==> src/hw/mtc_pkg.sv <==
// Package for the modulo timer core: register offsets, field positions,
// reset values and the register bus request carrier.
// Assumes a byte-wide register port on a single 20 MHz bus clock.

package mtc_pkg;

  // ----------------------------------------------------------------------
  // Register offsets (byte port, one register per address)
  // ----------------------------------------------------------------------
  localparam logic [2:0] OFS_CTRL    = 3'h0;
  localparam logic [2:0] OFS_CNT_HI  = 3'h1;
  localparam logic [2:0] OFS_CNT_LO  = 3'h2;
  localparam logic [2:0] OFS_LIM_HI  = 3'h3;
  localparam logic [2:0] OFS_LIM_LO  = 3'h4;
  localparam logic [2:0] OFS_CHAN    = 3'h5;

  // ----------------------------------------------------------------------
  // Field positions
  // ----------------------------------------------------------------------
  localparam int CTRL_OVF_FLAG = 7;
  localparam int CTRL_OVF_IE   = 6;
  localparam int CTRL_HALT     = 5;
  localparam int CTRL_CLR      = 4;
  localparam int CTRL_DIV_LSB  = 0;
  localparam int CHAN_FLAG_LSB = 0;
  localparam int CHAN_IE_LSB   = 4;
  localparam int NUM_CHAN      = 2;

  // ----------------------------------------------------------------------
  // Reset values and encodings
  // ----------------------------------------------------------------------
  localparam logic        RST_HALT  = 1'b1;
  localparam logic        RST_IE    = 1'b0;
  localparam logic [2:0]  RST_DIV   = 3'h0;
  localparam logic [15:0] RST_LIMIT = 16'hFFFF;
  localparam logic [15:0] RST_CNT   = 16'h0000;
  localparam logic [5:0]  RST_PRESC = 6'h00;
  localparam logic [2:0]  DIV_EXT   = 3'h7;

  // Register bus request, one cycle wide strobes
  typedef struct packed {
    logic [2:0] addr;
    logic [7:0] wdata;
    logic       wr;
    logic       rd;
  } mtc_bus_req_t;

endpackage : mtc_pkg

==> src/hw/mtc_timer_core.sv <==
// Modulo timer core: prescaler, 16-bit modulo counter, overflow flag,
// count readout latch, channel event flags and interrupt request levels.
// Assumes wait, stop, break and channel events come from logic on mclk;
// only the external count clock pin is asynchronous.

`timescale 1ns/10ps

// Summary of operation
// - Count advances on bus clock when tick due
// - Overflow flag set edge after rollover
// - Count equal limit sets flag, restarts zero
// - Flag cleared by read-then-write-zero only
// - Overflow request needs flag and enable
// - Channel events set flags, enable gates request
// - Halt bit freezes count; reset sets it
// - Halt inhibits captures on capture channels
// - Clear bit zeroes counter, readout, prescaler
// - Halt with clear holds count at zero
// - Divider select picks bus divide or pin
// - Pin forced input while external clock selected
// - High read latches low byte until read
// - Limit high write blocks flag until low
// - Limit resets to all ones
// - Wait keeps counting, refuses access, wakes
// - Stop freezes everything, keeps state
// - Break stops counter and blocks captures
// - Break flag clears only with clear enable
module mtc_timer_core
  import mtc_pkg::*;
(
  input  wire logic                 mclk,
  input  wire logic                 srst,
  input  wire mtc_bus_req_t         bus_req,
  output logic [7:0]                rdata,
  input  wire logic                 ext_clock_input,
  input  wire logic                 wait_mode,
  input  wire logic                 stop_mode,
  input  wire logic                 break_active,
  input  wire logic                 break_flag_clear_enable,
  input  wire logic [NUM_CHAN-1:0]  chan_capture_mode,
  input  wire logic [NUM_CHAN-1:0]  chan_capture_evt,
  input  wire logic [NUM_CHAN-1:0]  chan_compare_evt,
  output logic [15:0]               count_value,
  output logic                      overflow_irq,
  output logic [NUM_CHAN-1:0]       chan_irq,
  output logic                      wake_request,
  output logic                      ext_pin_force_input,
  output logic [NUM_CHAN-1:0]       capture_allow
);

  // ----------------------------------------------------------------------
  // Declarations
  // ----------------------------------------------------------------------
  logic                acc_ok;
  logic                flag_clr_ok;
  logic                wr_ctrl;
  logic                rd_ctrl;
  logic                wr_chan;
  logic                rd_chan;
  logic                clr_write;
  logic                overflow_flag;
  logic                ovf_armed;
  logic                overflow_irq_enable;
  logic                count_halt;
  logic [2:0]          clock_divider_select;
  logic [15:0]         limit;
  logic                lim_hold;
  logic [7:0]          lo_buf;
  logic                latched;
  logic [5:0]          presc;
  logic [5:0]          presc_mask;
  logic                src_tick;
  logic                run;
  logic                cnt_tick;
  logic                ovf_evt;
  logic                ext_s1;
  logic                ext_s2;
  logic                ext_s3;
  logic [NUM_CHAN-1:0] channel_event_flag;
  logic [NUM_CHAN-1:0] chan_armed;
  logic [NUM_CHAN-1:0] channel_irq_enable;

  // ----------------------------------------------------------------------
  // Register access decode
  // ----------------------------------------------------------------------
  // CPU access refused in wait and stop
  assign acc_ok      = !wait_mode && !stop_mode;
  // Status flags protected during break unless enabled
  assign flag_clr_ok = !break_active || break_flag_clear_enable;
  assign wr_ctrl     = bus_req.wr && acc_ok && (bus_req.addr == OFS_CTRL);
  assign rd_ctrl     = bus_req.rd && acc_ok && (bus_req.addr == OFS_CTRL);
  assign wr_chan     = bus_req.wr && acc_ok && (bus_req.addr == OFS_CHAN);
  assign rd_chan     = bus_req.rd && acc_ok && (bus_req.addr == OFS_CHAN);
  assign clr_write   = wr_ctrl && bus_req.wdata[CTRL_CLR];

  // ----------------------------------------------------------------------
  // Clock source selection
  // ----------------------------------------------------------------------
  // Two-stage synchroniser, third stage only for edge detection
  always_ff @(posedge mclk) begin
    if (srst) begin
      ext_s1 <= 1'b0;
      ext_s2 <= 1'b0;
      ext_s3 <= 1'b0;
    end else begin
      ext_s1 <= ext_clock_input;
      ext_s2 <= ext_s1;
      ext_s3 <= ext_s2;
    end
  end

  // Divide by 2^n: tick when the low n prescaler bits are all ones
  assign presc_mask = 6'((7'h01 << clock_divider_select) - 7'h01);
  assign src_tick   = (clock_divider_select == DIV_EXT) ? (ext_s2 && !ext_s3)
                                                        : ((presc & presc_mask) == presc_mask);
  // Counting stops on halt, stop mode or break; wait mode keeps it going
  assign run        = !count_halt && !stop_mode && !break_active;
  assign cnt_tick   = run && src_tick;

  // Prescaler, free running while the counter runs
  always_ff @(posedge mclk) begin
    if (srst) begin
      presc <= RST_PRESC;
    end else if (clr_write) begin
      presc <= RST_PRESC;
    end else if (run) begin
      presc <= presc + 6'h01;
    end
  end

  // ----------------------------------------------------------------------
  // Counter
  // ----------------------------------------------------------------------
  // Bus-clock edge stands for the internal falling edge of the bus clock
  always_ff @(posedge mclk) begin
    if (srst) begin
      count_value <= RST_CNT;
    end else if (clr_write) begin
      count_value <= RST_CNT;
    end else if (cnt_tick) begin
      if (count_value == limit) begin
        count_value <= RST_CNT;
      end else begin
        count_value <= count_value + 16'h0001;
      end
    end
  end

  // Rollover event, flag follows one edge later
  always_ff @(posedge mclk) begin
    if (srst) begin
      ovf_evt <= 1'b0;
    end else begin
      ovf_evt <= cnt_tick && (count_value == limit) && !clr_write;
    end
  end

  // ----------------------------------------------------------------------
  // Control fields
  // ----------------------------------------------------------------------
  // Halt resets high so the counter waits for software
  always_ff @(posedge mclk) begin
    if (srst) begin
      overflow_irq_enable  <= RST_IE;
      count_halt           <= RST_HALT;
      clock_divider_select <= RST_DIV;
    end else if (wr_ctrl) begin
      overflow_irq_enable  <= bus_req.wdata[CTRL_OVF_IE];
      count_halt           <= bus_req.wdata[CTRL_HALT];
      clock_divider_select <= bus_req.wdata[CTRL_DIV_LSB +: 3];
    end
  end

  // ----------------------------------------------------------------------
  // Overflow flag with two-step clear
  // ----------------------------------------------------------------------
  // Set wins over clear; a new overflow disarms the pending clear
  always_ff @(posedge mclk) begin
    if (srst) begin
      overflow_flag <= 1'b0;
      ovf_armed     <= 1'b0;
    end else if (ovf_evt && !lim_hold) begin
      overflow_flag <= 1'b1;
      ovf_armed     <= 1'b0;
    end else if (wr_ctrl && flag_clr_ok) begin
      if (ovf_armed && !bus_req.wdata[CTRL_OVF_FLAG]) begin
        overflow_flag <= 1'b0;
      end
      ovf_armed <= 1'b0;
    end else if (rd_ctrl && flag_clr_ok && overflow_flag) begin
      ovf_armed <= 1'b1;
    end
  end

  // ----------------------------------------------------------------------
  // Limit registers
  // ----------------------------------------------------------------------
  // High byte write holds off the flag until the pair is complete
  always_ff @(posedge mclk) begin
    if (srst) begin
      limit    <= RST_LIMIT;
      lim_hold <= 1'b0;
    end else if (bus_req.wr && acc_ok && (bus_req.addr == OFS_LIM_HI)) begin
      limit[15:8] <= bus_req.wdata;
      lim_hold    <= 1'b1;
    end else if (bus_req.wr && acc_ok && (bus_req.addr == OFS_LIM_LO)) begin
      limit[7:0]  <= bus_req.wdata;
      lim_hold    <= 1'b0;
    end
  end

  // ----------------------------------------------------------------------
  // Count readout latch
  // ----------------------------------------------------------------------
  // Latch stays frozen across break until the low byte is read
  always_ff @(posedge mclk) begin
    if (srst) begin
      lo_buf  <= 8'h00;
      latched <= 1'b0;
    end else if (clr_write) begin
      lo_buf  <= 8'h00;
      latched <= 1'b0;
    end else if (bus_req.rd && acc_ok && (bus_req.addr == OFS_CNT_HI) && !latched) begin
      lo_buf  <= count_value[7:0];
      latched <= 1'b1;
    end else if (bus_req.rd && acc_ok && (bus_req.addr == OFS_CNT_LO)) begin
      latched <= 1'b0;
    end
  end

  // ----------------------------------------------------------------------
  // Channel event flags
  // ----------------------------------------------------------------------
  genvar gi;
  generate
    for (gi = 0; gi < NUM_CHAN; gi++) begin : g_chan
      logic ch_evt;
      // Captures only count while allowed; compares are gated by stop mode alone
      assign ch_evt = !stop_mode && (chan_capture_mode[gi]
                      ? (chan_capture_evt[gi] && capture_allow[gi])
                      : chan_compare_evt[gi]);

      // Capture gate: closed by halt on capture channels and by break
      always_ff @(posedge mclk) begin
        if (srst) begin
          capture_allow[gi] <= 1'b0;
        end else begin
          capture_allow[gi] <= !break_active
                               && !(count_halt && chan_capture_mode[gi]);
        end
      end

      // Same two-step clear as the overflow flag
      always_ff @(posedge mclk) begin
        if (srst) begin
          channel_event_flag[gi] <= 1'b0;
          chan_armed[gi]         <= 1'b0;
        end else if (ch_evt) begin
          channel_event_flag[gi] <= 1'b1;
          chan_armed[gi]         <= 1'b0;
        end else if (wr_chan && flag_clr_ok) begin
          if (chan_armed[gi] && !bus_req.wdata[CHAN_FLAG_LSB + gi]) begin
            channel_event_flag[gi] <= 1'b0;
          end
          chan_armed[gi] <= 1'b0;
        end else if (rd_chan && flag_clr_ok && channel_event_flag[gi]) begin
          chan_armed[gi] <= 1'b1;
        end
      end

      // Interrupt enable per channel
      always_ff @(posedge mclk) begin
        if (srst) begin
          channel_irq_enable[gi] <= RST_IE;
        end else if (wr_chan) begin
          channel_irq_enable[gi] <= bus_req.wdata[CHAN_IE_LSB + gi];
        end
      end

      // Level request while flag and enable both set
      always_ff @(posedge mclk) begin
        if (srst) begin
          chan_irq[gi] <= 1'b0;
        end else begin
          chan_irq[gi] <= channel_event_flag[gi] && channel_irq_enable[gi];
        end
      end
    end
  endgenerate

  // ----------------------------------------------------------------------
  // Outputs: requests, wake, pin direction override
  // ----------------------------------------------------------------------
  // One cycle behind the flag, so every output is a flop
  always_ff @(posedge mclk) begin
    if (srst) begin
      overflow_irq        <= 1'b0;
      wake_request        <= 1'b0;
      ext_pin_force_input <= 1'b0;
    end else begin
      overflow_irq        <= overflow_flag && overflow_irq_enable;
      wake_request        <= wait_mode && ((overflow_flag && overflow_irq_enable)
                             || |(channel_event_flag & channel_irq_enable));
      ext_pin_force_input <= (clock_divider_select == DIV_EXT);
    end
  end

  // ----------------------------------------------------------------------
  // Read data
  // ----------------------------------------------------------------------
  // Unmapped, refused and idle cycles read zero; clear bit reads zero
  always_ff @(posedge mclk) begin
    if (srst) begin
      rdata <= 8'h00;
    end else if (bus_req.rd && acc_ok) begin
      case (bus_req.addr)
        OFS_CTRL:   rdata <= {overflow_flag, overflow_irq_enable, count_halt, 2'b00,
                              clock_divider_select};
        OFS_CNT_HI: rdata <= count_value[15:8];
        OFS_CNT_LO: rdata <= latched ? lo_buf : count_value[7:0];
        OFS_LIM_HI: rdata <= limit[15:8];
        OFS_LIM_LO: rdata <= limit[7:0];
        OFS_CHAN:   rdata <= {2'b00, channel_irq_enable, 2'b00, channel_event_flag};
        default:    rdata <= 8'h00;
      endcase
    end else begin
      rdata <= 8'h00;
    end
  end
endmodule : mtc_timer_core

==> config.mk <==
export PLATFORM = sky130hd
export DESIGN_NAME = mtc_timer_core
export DESIGN_NICKNAME = d
export VERILOG_FILES = /design/src/hw/mtc_pkg.sv /design/src/hw/mtc_timer_core.sv
export SDC_FILE = /design/constraint.sdc
export NUM_CORES = 1
export LEC_CHECK = 0
export ABC_CLOCK_PERIOD_IN_PS = 1800
export BUFFER_PORTS_ARGS = -buffer_cell sky130_fd_sc_hd__buf_4
export CORE_MARGIN = 3
export CORE_UTILIZATION = 45
export CTS_CLUSTER_SIZE = 30
export DETAILED_ROUTE_END_ITERATION = 10
export GPL_TIMING_DRIVEN = 0
export MAX_ROUTING_LAYER = met4
export PLACE_DENSITY = 0.76
export SETUP_SLACK_MARGIN = 0.5
export SYNTH_ARGS = -nofsm -noshare
export SYNTH_HDL_FRONTEND = slang
export SYNTH_SLANG_ARGS = --single-unit
==> constraint.sdc <==
create_clock -name mclk -period 1.8 [get_ports mclk]
set_input_delay 0.18 -clock mclk [delete_from_list [all_inputs] [get_ports mclk]]
set_output_delay 0.18 -clock mclk [all_outputs]
set_load 0.01 [all_outputs]
==> results of run 1 <==
-- layer usage --
metal	up-vias	GRT usage [%]	wire length, um
met3	39	4.74	931
li1	1711	-	-
met1	1751	29.5	4700
met5	-	-	0
met4	0	10.7	375
met2	182	39.5	5710
-- cells in the final DEF (no fill, tap or decap), drive strengths merged, types with 10 or more instances in the layout --
cell	n
buf	102
dfxtp	80
nor2	53
nand2	47
mux2i	36
clkbuf	26
a21oi	22
xor2	19
nand3	17
xnor2	16
nand4	10
nand2b	10
nor2b	10
-- area by class of cell --
| cell class | count | area, um^2 |
|---|---|---|
| fillers | 655 | 2880 |
| multi-input cells | 317 | 2310 |
| flip-flops and latches | 80 | 1630 |
| repair buffers | 90 | 783 |
| plain buffers | 29 | 293 |
| clock buffers | 10 | 138 |
| well taps | 105 | 131 |
| clock inverters | 6 | 68.8 |
| inverters | 6 | 22.5 |
-- stage by stage --
step                setup TNS [ns]  instances  hold slack [ns]  cell area (um^2)
global placement             -4.56        591            0.379              4520
CTS                         -0.435        633           0.0161              5160
floorplan                        0        432            0.258              3990
finish                       -2.87        643           0.0242              5380
global route                 -3.86        643           0.0252              5380
detailed placement           -4.95        591            0.382              4520
-- power groups by stage --
stage,clock (W),combinational (W),sequential [W]
floorplan,0,0.000147,0.00183
global placement,0,0.000246,0.00183
detailed placement,0,0.000248,0.00184
CTS,0.00138,0.000295,0.00179
global route,0.00146,0.000342,0.00179
finish,0.00138,0.000323,0.00179
-- critical path, cell delays in order, from the launching register on --
cell,delay [ns]
dfxtp_1,0.38
xor2_1,0.19
nor4_1,0.33
nand4_1,0.20
a211oi_2,0.30
or2_1,0.18
buf_6,0.13
clkbuf_16,0.14
nor2_2,0.03
-- cell usage after synthesis, types with 4 or more instances --
cell type,n
a211oi_1,7
a21oi_1,22
clkbuf_1,19
dfxtp_1,80
inv_1,6
mux2i_1,36
nand2_1,47
nand2b_1,10
nand3_1,17
nand4_1,10
nor2_1,49
nor2_2,4
nor2b_1,10
nor3_1,8
nor4_1,5
o21ai_0,7
o22a_1,4
xnor2_1,16
xor2_1,19
-- cells by family after synthesis --
| logic type | Yosys count |
|---|---|
| AND/OR/NAND/NOR | 175 |
| flip-flops | 80 |
| AO/OA/AOI/OAI | 67 |
| multiplexers | 38 |
| XOR/XNOR | 35 |
| buffers and inverters | 35 |
| adder cells (fa/ha/maj) | 2 |
-- worst min path at each step --
| stage | start | to | cells past startpoint |
|---|---|---|---|
| after floorplan | break_active | capture_allow[0] | 1 |
| after global placement | chan_capture_mode[1] | capture_allow[1] | 2 |
| after detailed placement | chan_capture_mode[1] | capture_allow[1] | 2 |
| after CTS | chan_capture_mode[0] | capture_allow[0] | 2 |
| after global routing | chan_capture_mode[0] | capture_allow[0] | 2 |
| final | chan_capture_mode[0] | capture_allow[0] | 2 |
-- sequential cells by signal (all words and copies together) (netlist names) --
signal	count
overflow_irq	1
lo_buf	8
capture_allow	2
rdata	8
limit	16
overflow_irq_enable	1
lim_hold	1
presc	6
ovf_evt	1
channel_irq_enable	2
count_halt	1
count_value	16
ext_pin_force_input	1
chan_irq	2
ext_s2	1
channel_event_flag	2
wake_request	1
latched	1
clock_divider_select	3
ext_s1	1
ovf_armed	1
overflow_flag	1
ext_s3	1
chan_armed	2
-- what timing repair did --
item                                    4_1_cts  5_1_grt
resized for setup                            60       40
gates cloned                                  2        1
buffers inserted                             23        9
endpoints found under the setup margin       47       57
hold endpoints to repair                      1        0
pin swaps                                    17       16
hold buffers                                  1        0
==> impl_results.md, run 1 <==
- CP Launch Type: register
- R2r endpoint: count_value[13]
- CP required: 2.05 ns
- Layout cells sized above 1: 36.8%
- Worst Tran Pin Value: 0.505 ns
- Avg Inst Size Synth: 8.95 um^2
- Ranking of synthesized cells by area: dfxtp_1 (41%), mux2i_1 (9.3%), nor2_1 (4.8%)
- Final Slew Violations: 0
- Synth Area in XOR/XNOR: 7.93%
- Standard-cell rows: 33
- Cells after Synth: 432
- Reg-to-reg slack, setup: -0.20 ns
- Crit path launch: count_value[10]
- Worst skew pair latency: 0.36 ns
- Routed length per instance: around 18 um
- DP HPWL: 7600 um
- Initial DRC Count: ~340
- Initial core utilization: 46.8%
- Pre-Repair DR Iteration Count: 5
- Global-route wire length before repair: 18500 um
- GRT overflow: 0
- Sequential power share: about 51%
- Die area: 0.00974 mm^2
- Syn_nets: 460
- Initial antenna violation count: 0
- Chip Width: 98.7 um
- Total number of vias: 3683
- Die height: 98.7 um
- # IOs: 57
- Setup-failing EPs final: 17
- Simple-gate share of the synthesized area: 21.8%
- CTS Buf Count: 9
- Outcome: complete, but fails checks
- Internal power: 0.00261 W
- Post-synth top area share: 41.4%
- DR DRC count: 0
- Hold Crit Class: primary input to register
- Area Growth Syn to Fin: 39.1%
- Total Power: 0.00349 W
- Reg2reg start: count_value[10]
- Distinct cells, synth: 53
- Crit path to: count_value[13]
- Clock Skew: 0.0109 ns
- Clk pin slew, worst setup/hold paths: 0.08 ns
- CTS tree: built
- Worst setup margin: -0.197 ns
- Fin. Hold Viols: 0
- Leak Pwr: 2.09 nW
- Comb power frac: 9.3%
- CTS Root Buffer Type: clkbuf_8
- Worst EP arrival: around 2.3 ns
- Max transition margin: roughly 66%
- Power Density: approximately 650 mW/mm^2
- Synth Area in Compound Gates: between 10% and 20%
- Antenna Nets Post-Route: 0
- Seq/Total Area, Yosys: slightly above 40%
- Post-route clock period utilization: 111%
- Clock share of power: 39.4%
- Final Net Count: 561
- Sw Ratio: 25.1%
- Top_reg_cell synth: dfxtp_1
- Maxcap violations: 0
- EDFF count, synth: 0
- Main combinational cell family by area after synthesis: simple AND/OR/NAND/NOR gates
- Synthesized area: 0.00386 mm^2
- Final critical-path required period: 2.00 ns
- Asr flop ratio synth: 0%
- Net Sw Power: between 0.0008 and 0.0009 W
- Largest net degree at the start of global routing: 15
- RSZ-0062 raised after global routing: true
- Crit Path Max Fanout: 5
- Clock sink count: 80
- Port bufs: 54
- Adder-cell share of the synthesized area: less than 1%
- GRT Total Usage: 24.4%
- Via density: between 5 and 6
- GPL Wtd Cong: 0.905
- Pre-CTS setup slack: -0.270 ns
- Crit end category: register
- Core area: 0.00826 mm^2
- Maximum vdd drop: 0.449 mV
- Setup CP Type: register to register
- Diodes inserted: 0
- Reg2reg path depth: 8
- Final wirelength: 11700 um
- Area leader, netlist: dfxtp_1
- Multiplexer area fraction after synthesis: a little over a tenth
- H-tree depth: 3
- Final Util: 65.1%
- Fmax: 0.501 GHz
- Vias in the first global route: 3638
- Failing checks: negative setup slack
- CTS max path bufs: 2
- Synth warnings: 0
- Seq cells post-synth: 80
Note: power is estimated with default switching activity, not from simulation.
==> run 2: changes to the inputs <==
--- a/config.mk
+++ b/config.mk
@@ -7,6 +7,7 @@
 export LEC_CHECK = 0
 export ABC_CLOCK_PERIOD_IN_PS = 1800
 export BUFFER_PORTS_ARGS = -buffer_cell sky130_fd_sc_hd__buf_4
+export CORE_ASPECT_RATIO = 1.75
 export CORE_MARGIN = 3
 export CORE_UTILIZATION = 45
 export CTS_CLUSTER_SIZE = 30
==> run 2 against run 1 <==
  * The run still ends with negative setup slack left
  * Clock power up 25%
  * Non-clock buffer count shrank 3
  * Power is 10% higher
  * Register-to-register slack gained 0.02 ns
  * Via count shrank 2.2%
  * Count of clock-buffer cells in the layout unchanged
  * Worst hold slack improved by 0.0053 ns
  * Sequential cell count is the same
  * Highest routed layer unchanged
==> impl_results.md, run 2 (same netlist as run 1, synthesis figures left out) <==
- Top Metal Used: met4
- Worst setup margin: -0.173 ns
- Antenna Nets Post-Route: 0
- Diodes inserted: 0
- Global-route wire length before repair: 17400 um
- CP Launch Type: register
- Final wirelength: 11800 um
- Outcome: complete, but fails checks
- Placement Cell Area: 0.00454 mm^2
- CTS tree: built
- Met3 WL: ~360 um
- Failing checks: negative setup slack
- Vias in the first global route: 3405
- Chip Width: 76.1 um
- Crit Path Max Fanout: 10
- Port bufs: 54
- Core area: 0.00831 mm^2
- Pre-Repair DR Iteration Count: 5
- Placed insts: 601
- Via density: ~5.5
- Maximum vdd drop: 0.636 mV
- Final Non-Filler Cells: 650
- Setup CP Type: register to register
- Largest regs: count_value x16, limit x16
- CP required: roughly 2.0 ns
- Layout cells sized above 1: 40.0%
- Crit end category: register
- Final Net Count: 558
- Maxcap violations: 0
- Leak Pwr: 2.12 nW
- Initial core utilization: 46.5%
- Pre-CTS setup slack: -0.287 ns
- CTS Buf Count: 9
- Final Slew Violations: 0
- RSZ-0062 raised after global routing: true
- Post-route clock period utilization: 110%
- DP HPWL: 7930 um
- Hold Crit Class: primary input to register
- DR DRC count: 0
- Routed length per instance: 18.1 um
- GRT overflow: 0
- Fin. Hold Viols: 0
- Die area: 0.00978 mm^2
- Fmax: 0.507 GHz
- Max transition margin: between 60 and 70%
- Worst hold slack: between 0.02 and 0.03 ns
- Crit-path cells: clkbuf_8, xor2_1, nor4_2, nand4_1, a211oi_2, or2_1, buf_6, clkbuf_16, nor2_1
- Worst skew pair latency: 0.34 ns
- Total number of vias: 3601
- Clock sink count: 80
- Wire length on met2: 6380 um
- Area Growth Syn to Fin: 42.9%
- Post-route cell area: 0.00552 mm^2
- H-tree depth: 3
- Fin Setup TNS: -2.54 ns
- Die height: 129 um
- Most common cell after layout, fill and taps aside: buf_4
- GPL Wtd Cong: 0.933
- Standard-cell rows: 44
- Multi-input logic area: 0.00242 mm^2
- Largest net degree at the start of global routing: 15
- Power Density: ~700 mW/mm^2
- Initial DRC Count: 237
- Largest stage delay on the critical path: 0.32 ns
- Worst EP arrival: 2.20 ns
- Initial antenna violation count: 0
- Clk pin slew, worst setup/hold paths: roughly 0.060 ns
- Worst Tran Pin Value: 0.526 ns
- GRT Total Usage: 23.6%
- CTS Root Buffer Type: clkbuf_16
- WL met1: 4400 um
- Crit path max-delay cell type: dfxtp_1
- Fill count: 650
- Clock Skew: 0.00609 ns
- Final critical-path required period: 1.97 ns
- Setup-failing EPs final: 17
- Register Area: 0.00163 mm^2
- CTS max path bufs: 2
- Hold Buf Count CTS: 0
- Most frequent cells in the layout: buf_4 (73), dfxtp_1 (60), nand2_1 (45)
- # IOs: 57
## run 2: cell count changes in the layout (fill, tap and decap cells not counted), sizes merged
cell,delta
buf,-4
bufinv,-1
clkbuf,+2
clkinv,-2
clkinvlp,+1
dlygate4sd3,-1
inv,+2
## run 2: power by group
part	switching, W	leakage (nW)	internal, W
registers	0.0000133	0.657	0.00178
logic	0.000176	1.33	0.000161
clock network	0.000748	0.135	0.000975
## run 2: worst paths after layout
check	from	to	slack, ns	depth (start not counted)
setup / recovery	count_value[2]	count_value[11]	-0.17	9
setup reg to reg	count_value[2]	count_value[11]	-0.17	9
hold reg to reg	ext_s1	ext_s2	0.44	1
hold / removal	chan_capture_mode[1]	capture_allow[1]	0.03	2
## run 2: layout make-up
class / instances / share of cell area, %
Multi-Input combinational cell: 317 / 43.8
Sequential cell: 80 / 29.6
Timing Repair Buffer: 87 / 13.5
Buffer: 29 / 5.03
Clock buffer: 10 / 4.33
Tap cell: 115 / 2.61
Clock inverter: 6 / 0.770
Inverter: 6 / 0.408
## run 2: timing repair
action,in CTS,in global routing
pin swaps,7,17
endpoints found under the setup margin,48,56
gates cloned,0,3
buffers inserted,13,17
gates resized for setup,36,87
## run 2: through the flow
| stage | utilization, % | total power, W |
|---|---|---|
| global placement | 54.6 | 0.00208 |
| global route | 66.4 | 0.00395 |
| detailed placement | 54.6 | 0.00209 |
| floorplan | - | 0.00198 |
| CTS | 60.6 | 0.00381 |
| finish | 66.4 | 0.00386 |
## run 2: critical path, delay by kind of cell, from the launching register on
kind	cells	cell delay (ns)
xor gates and xnor gates	1	0.16
and+or+nand+nor	4	0.67
AOI/OAI and AO/OA	1	0.28
DFF	1	0.32
buffers and inverters	3	0.43
## run 2: layer usage
layer  GRT usage (%)  vias to the layer above
met5               -                        -
met4            16.9                        0
met3            2.24                       45
met2            42.1                      121
met1            24.2                     1723
li1                -                     1712
==> run 3: changes to the inputs <==
--- a/config.mk
+++ b/config.mk
@@ -7,7 +7,7 @@
 export LEC_CHECK = 0
 export ABC_CLOCK_PERIOD_IN_PS = 1800
 export BUFFER_PORTS_ARGS = -buffer_cell sky130_fd_sc_hd__buf_4
-export CORE_ASPECT_RATIO = 1.75
+export CORE_ASPECT_RATIO = 0.7
 export CORE_MARGIN = 3
 export CORE_UTILIZATION = 45
 export CTS_CLUSTER_SIZE = 30
==> run 3 against run 2 <==
  * The run still ends with negative setup slack left
  * Register-to-register slack improved by 0.06 ns
  * Sequential share of layout area shrank 0.59 points
  * Power is 1.6% higher
  * Worst hold slack better by 0.0034 ns
  * Critical path depth decreased by 1
  * Routed wire length is 4.6% higher
  * Sequential cell count stayed put
  * Clock skew up 0.00075 ns
  * Via count rose by 3.0%
  * Combinational power up 4%
  * Core utilization is 3.1 points higher
  * Final cell count is 0.92% lower
==> impl_results.md, run 3 (same netlist as run 1, synthesis figures left out) <==
- Die area: 0.00975 mm^2
- Setup CP Type: register to register
- Clk pin slew, worst setup/hold paths: 0.06 ns
- CTS Root Buffer Type: clkbuf_16
- Final Util: 69.5%
- GPL Wtd Cong: 0.940
- Largest stage delay on the critical path: roughly 0.50 ns
- Clock Skew: approximately 0.007 ns
- Standard-cell rows: 27
- Die height: between 80 and 90 um
- Chip Width: approximately 120 um
- Antenna Nets Post-Route: 0
- # IOs: 57
- Most frequent cells in the layout: buf_4 (78), dfxtp_1 (62), nand2_1 (45)
- Port bufs: 54
- Vias in the first global route: 3386
- Clock share of power: 45.2%
- Worst Tran Pin Value: approximately 0.52 ns
- Layout cells sized above 1: around 41%
- Initial antenna violation count: 0
- DP HPWL: 8080 um
- Core area: ~0.0081 mm^2
- Total Power: about 0.004 W
- Sequential power share: 45.8%
- Maximum vdd drop: between 0.6 and 0.7 mV
- DR DRC count: 0
- Total number of vias: 3709
- Via density: 5.76
- CP required: 2.03 ns
- Fin. Hold Viols: 0
- Final Slew Violations: 0
- Failing checks: negative setup slack
- Final wirelength: 12300 um
- Max transition margin: 65.3%
- Hold Buf Count CTS: 0
- Leak Pwr: 2.15 nW
- Worst setup margin: -0.110 ns
- Power Density: 695 mW/mm^2
- Crit Path Max Fanout: 7
- Initial DRC Count: 351
- Final Net Count: roughly 570
- H-tree depth: 3
- Global-route wire length before repair: 18400 um
- Crit end category: register
- Pre-CTS setup slack: -0.395 ns
- Setup-failing EPs final: 15
- CP Launch Type: register
- CTS max path bufs: 2
- Fmax: 0.524 GHz
- Post-route clock period utilization: 106%
- Crit path max-delay cell type: dfxtp_1
- Largest regs: count_value x16, limit x16
- Internal power: 0.00302 W
- Net Sw Power: 0.000899 W
- Final Non-Filler Cells: roughly 640
- Sw Ratio: 22.9%
- Placed insts: 587
- Most common cell after layout, fill and taps aside: buf_4
- Hold Crit Class: primary input to register
- Maxcap violations: 0
- Clock sink count: 80
- Area Growth Syn to Fin: 45.8%
- RSZ-0062 raised after global routing: true
- Diodes inserted: 0
- Largest net degree at the start of global routing: 13
- Fin Setup TNS: -1.33 ns
- Outcome: complete, but fails checks
- GRT Total Usage: 25.2%
- CTS tree: built
- Worst skew pair latency: 0.35 ns
- Pre-Repair DR Iteration Count: 5
- Comb power frac: 9.0%
- Worst hold stages: 2
- GRT overflow: 0
- Worst EP arrival: 2.14 ns
- Reg2reg path depth: 8
- Crit-path cells: xor2_1, nor4_1, nand4_1, a211oi_2, or2_1, buf_6, clkbuf_16, nor2_1
- Routed length per instance: around 19 um
- Final critical-path required period: 1.91 ns
- Initial core utilization: 47.7%
- CTS Buf Count: 9
-- run 3: cell count changes in the layout (fill, tap and decap cells not counted), moves of 4 or more --
| cell | before | now |
|---|---|---|
| buf_4 | 73 | 78 |
| buf_6 | 13 | 17 |
| clkbuf_1 | 4 | 8 |
| mux2i_1 | 31 | 26 |
| mux2i_4 | 1 | 5 |
| nor2_1 | 33 | 29 |
| nor2_2 | 10 | 16 |
| o21ai_0 | 6 | 2 |
-- run 3: power by group through the flow --
stage	clock (W)	combinational, W	sequential, W
2_1_floorplan	0	0.000147	0.00183
3_3_place_gp	0	0.000247	0.00184
3_5_place_dp	0	0.000250	0.00184
4_1_cts	0.00178	0.000286	0.00179
5_1_grt	0.00189	0.000373	0.00180
6_report	0.00177	0.000351	0.00180
-- run 3: worst max-delay path: cells and delay by family, from the launching register on --
family | cells | cell delay [ns]
flip-flops | 1 | 0.50
buffers and inverters | 2 | 0.30
AO/OA/AOI/OAI | 1 | 0.21
XOR/XNOR | 1 | 0.12
AND/OR/NAND/NOR | 4 | 0.66
-- run 3: through the flow --
stage          hold WS, ns  area, um^2
3_3_place_gp         0.382        4520
2_1_floorplan        0.258        3990
6_report            0.0330        5630
4_1_cts             0.0345        5200
3_5_place_dp         0.390        4520
5_1_grt             0.0349        5630
-- run 3: per-layer routing --
layer | up-vias | track usage [%] | part of all wire (%)
met3 | 27 | 6.16 | 8.0
met1 | 1789 | 36.1 | 45
li1 | 1723 | - | -
met2 | 170 | 35.2 | 45
met5 | - | - | 0
met4 | 0 | 7.08 | 1.9
-- run 3: area by class of cell --
class,instances,area [um^2]
plain buffers,29,289
clock buffers,12,236
clock inverters,4,45.0
fillers,614,2470
inverters,6,22.5
multi-input cells,317,2450
flip-flops and latches,80,1630
well taps,101,126
repair buffers,95,832
-- run 3: final timing paths --
kind / start / endpoint / slack [ns]
worst min-delay path: chan_capture_mode[1] / capture_allow[1] / 0.03
worst min register to register: ext_s1 / ext_s2 / 0.47
worst max-delay path: count_value[9] / count_value[8] / -0.11
worst max register to register: count_value[9] / count_value[8] / -0.11
-- run 3: timing repair --
item	4_1_cts	5_1_grt
endpoints found under the setup margin	48	60
pin swaps	19	15
buffers inserted	24	14
gates cloned	1	2
gates resized for setup	58	82
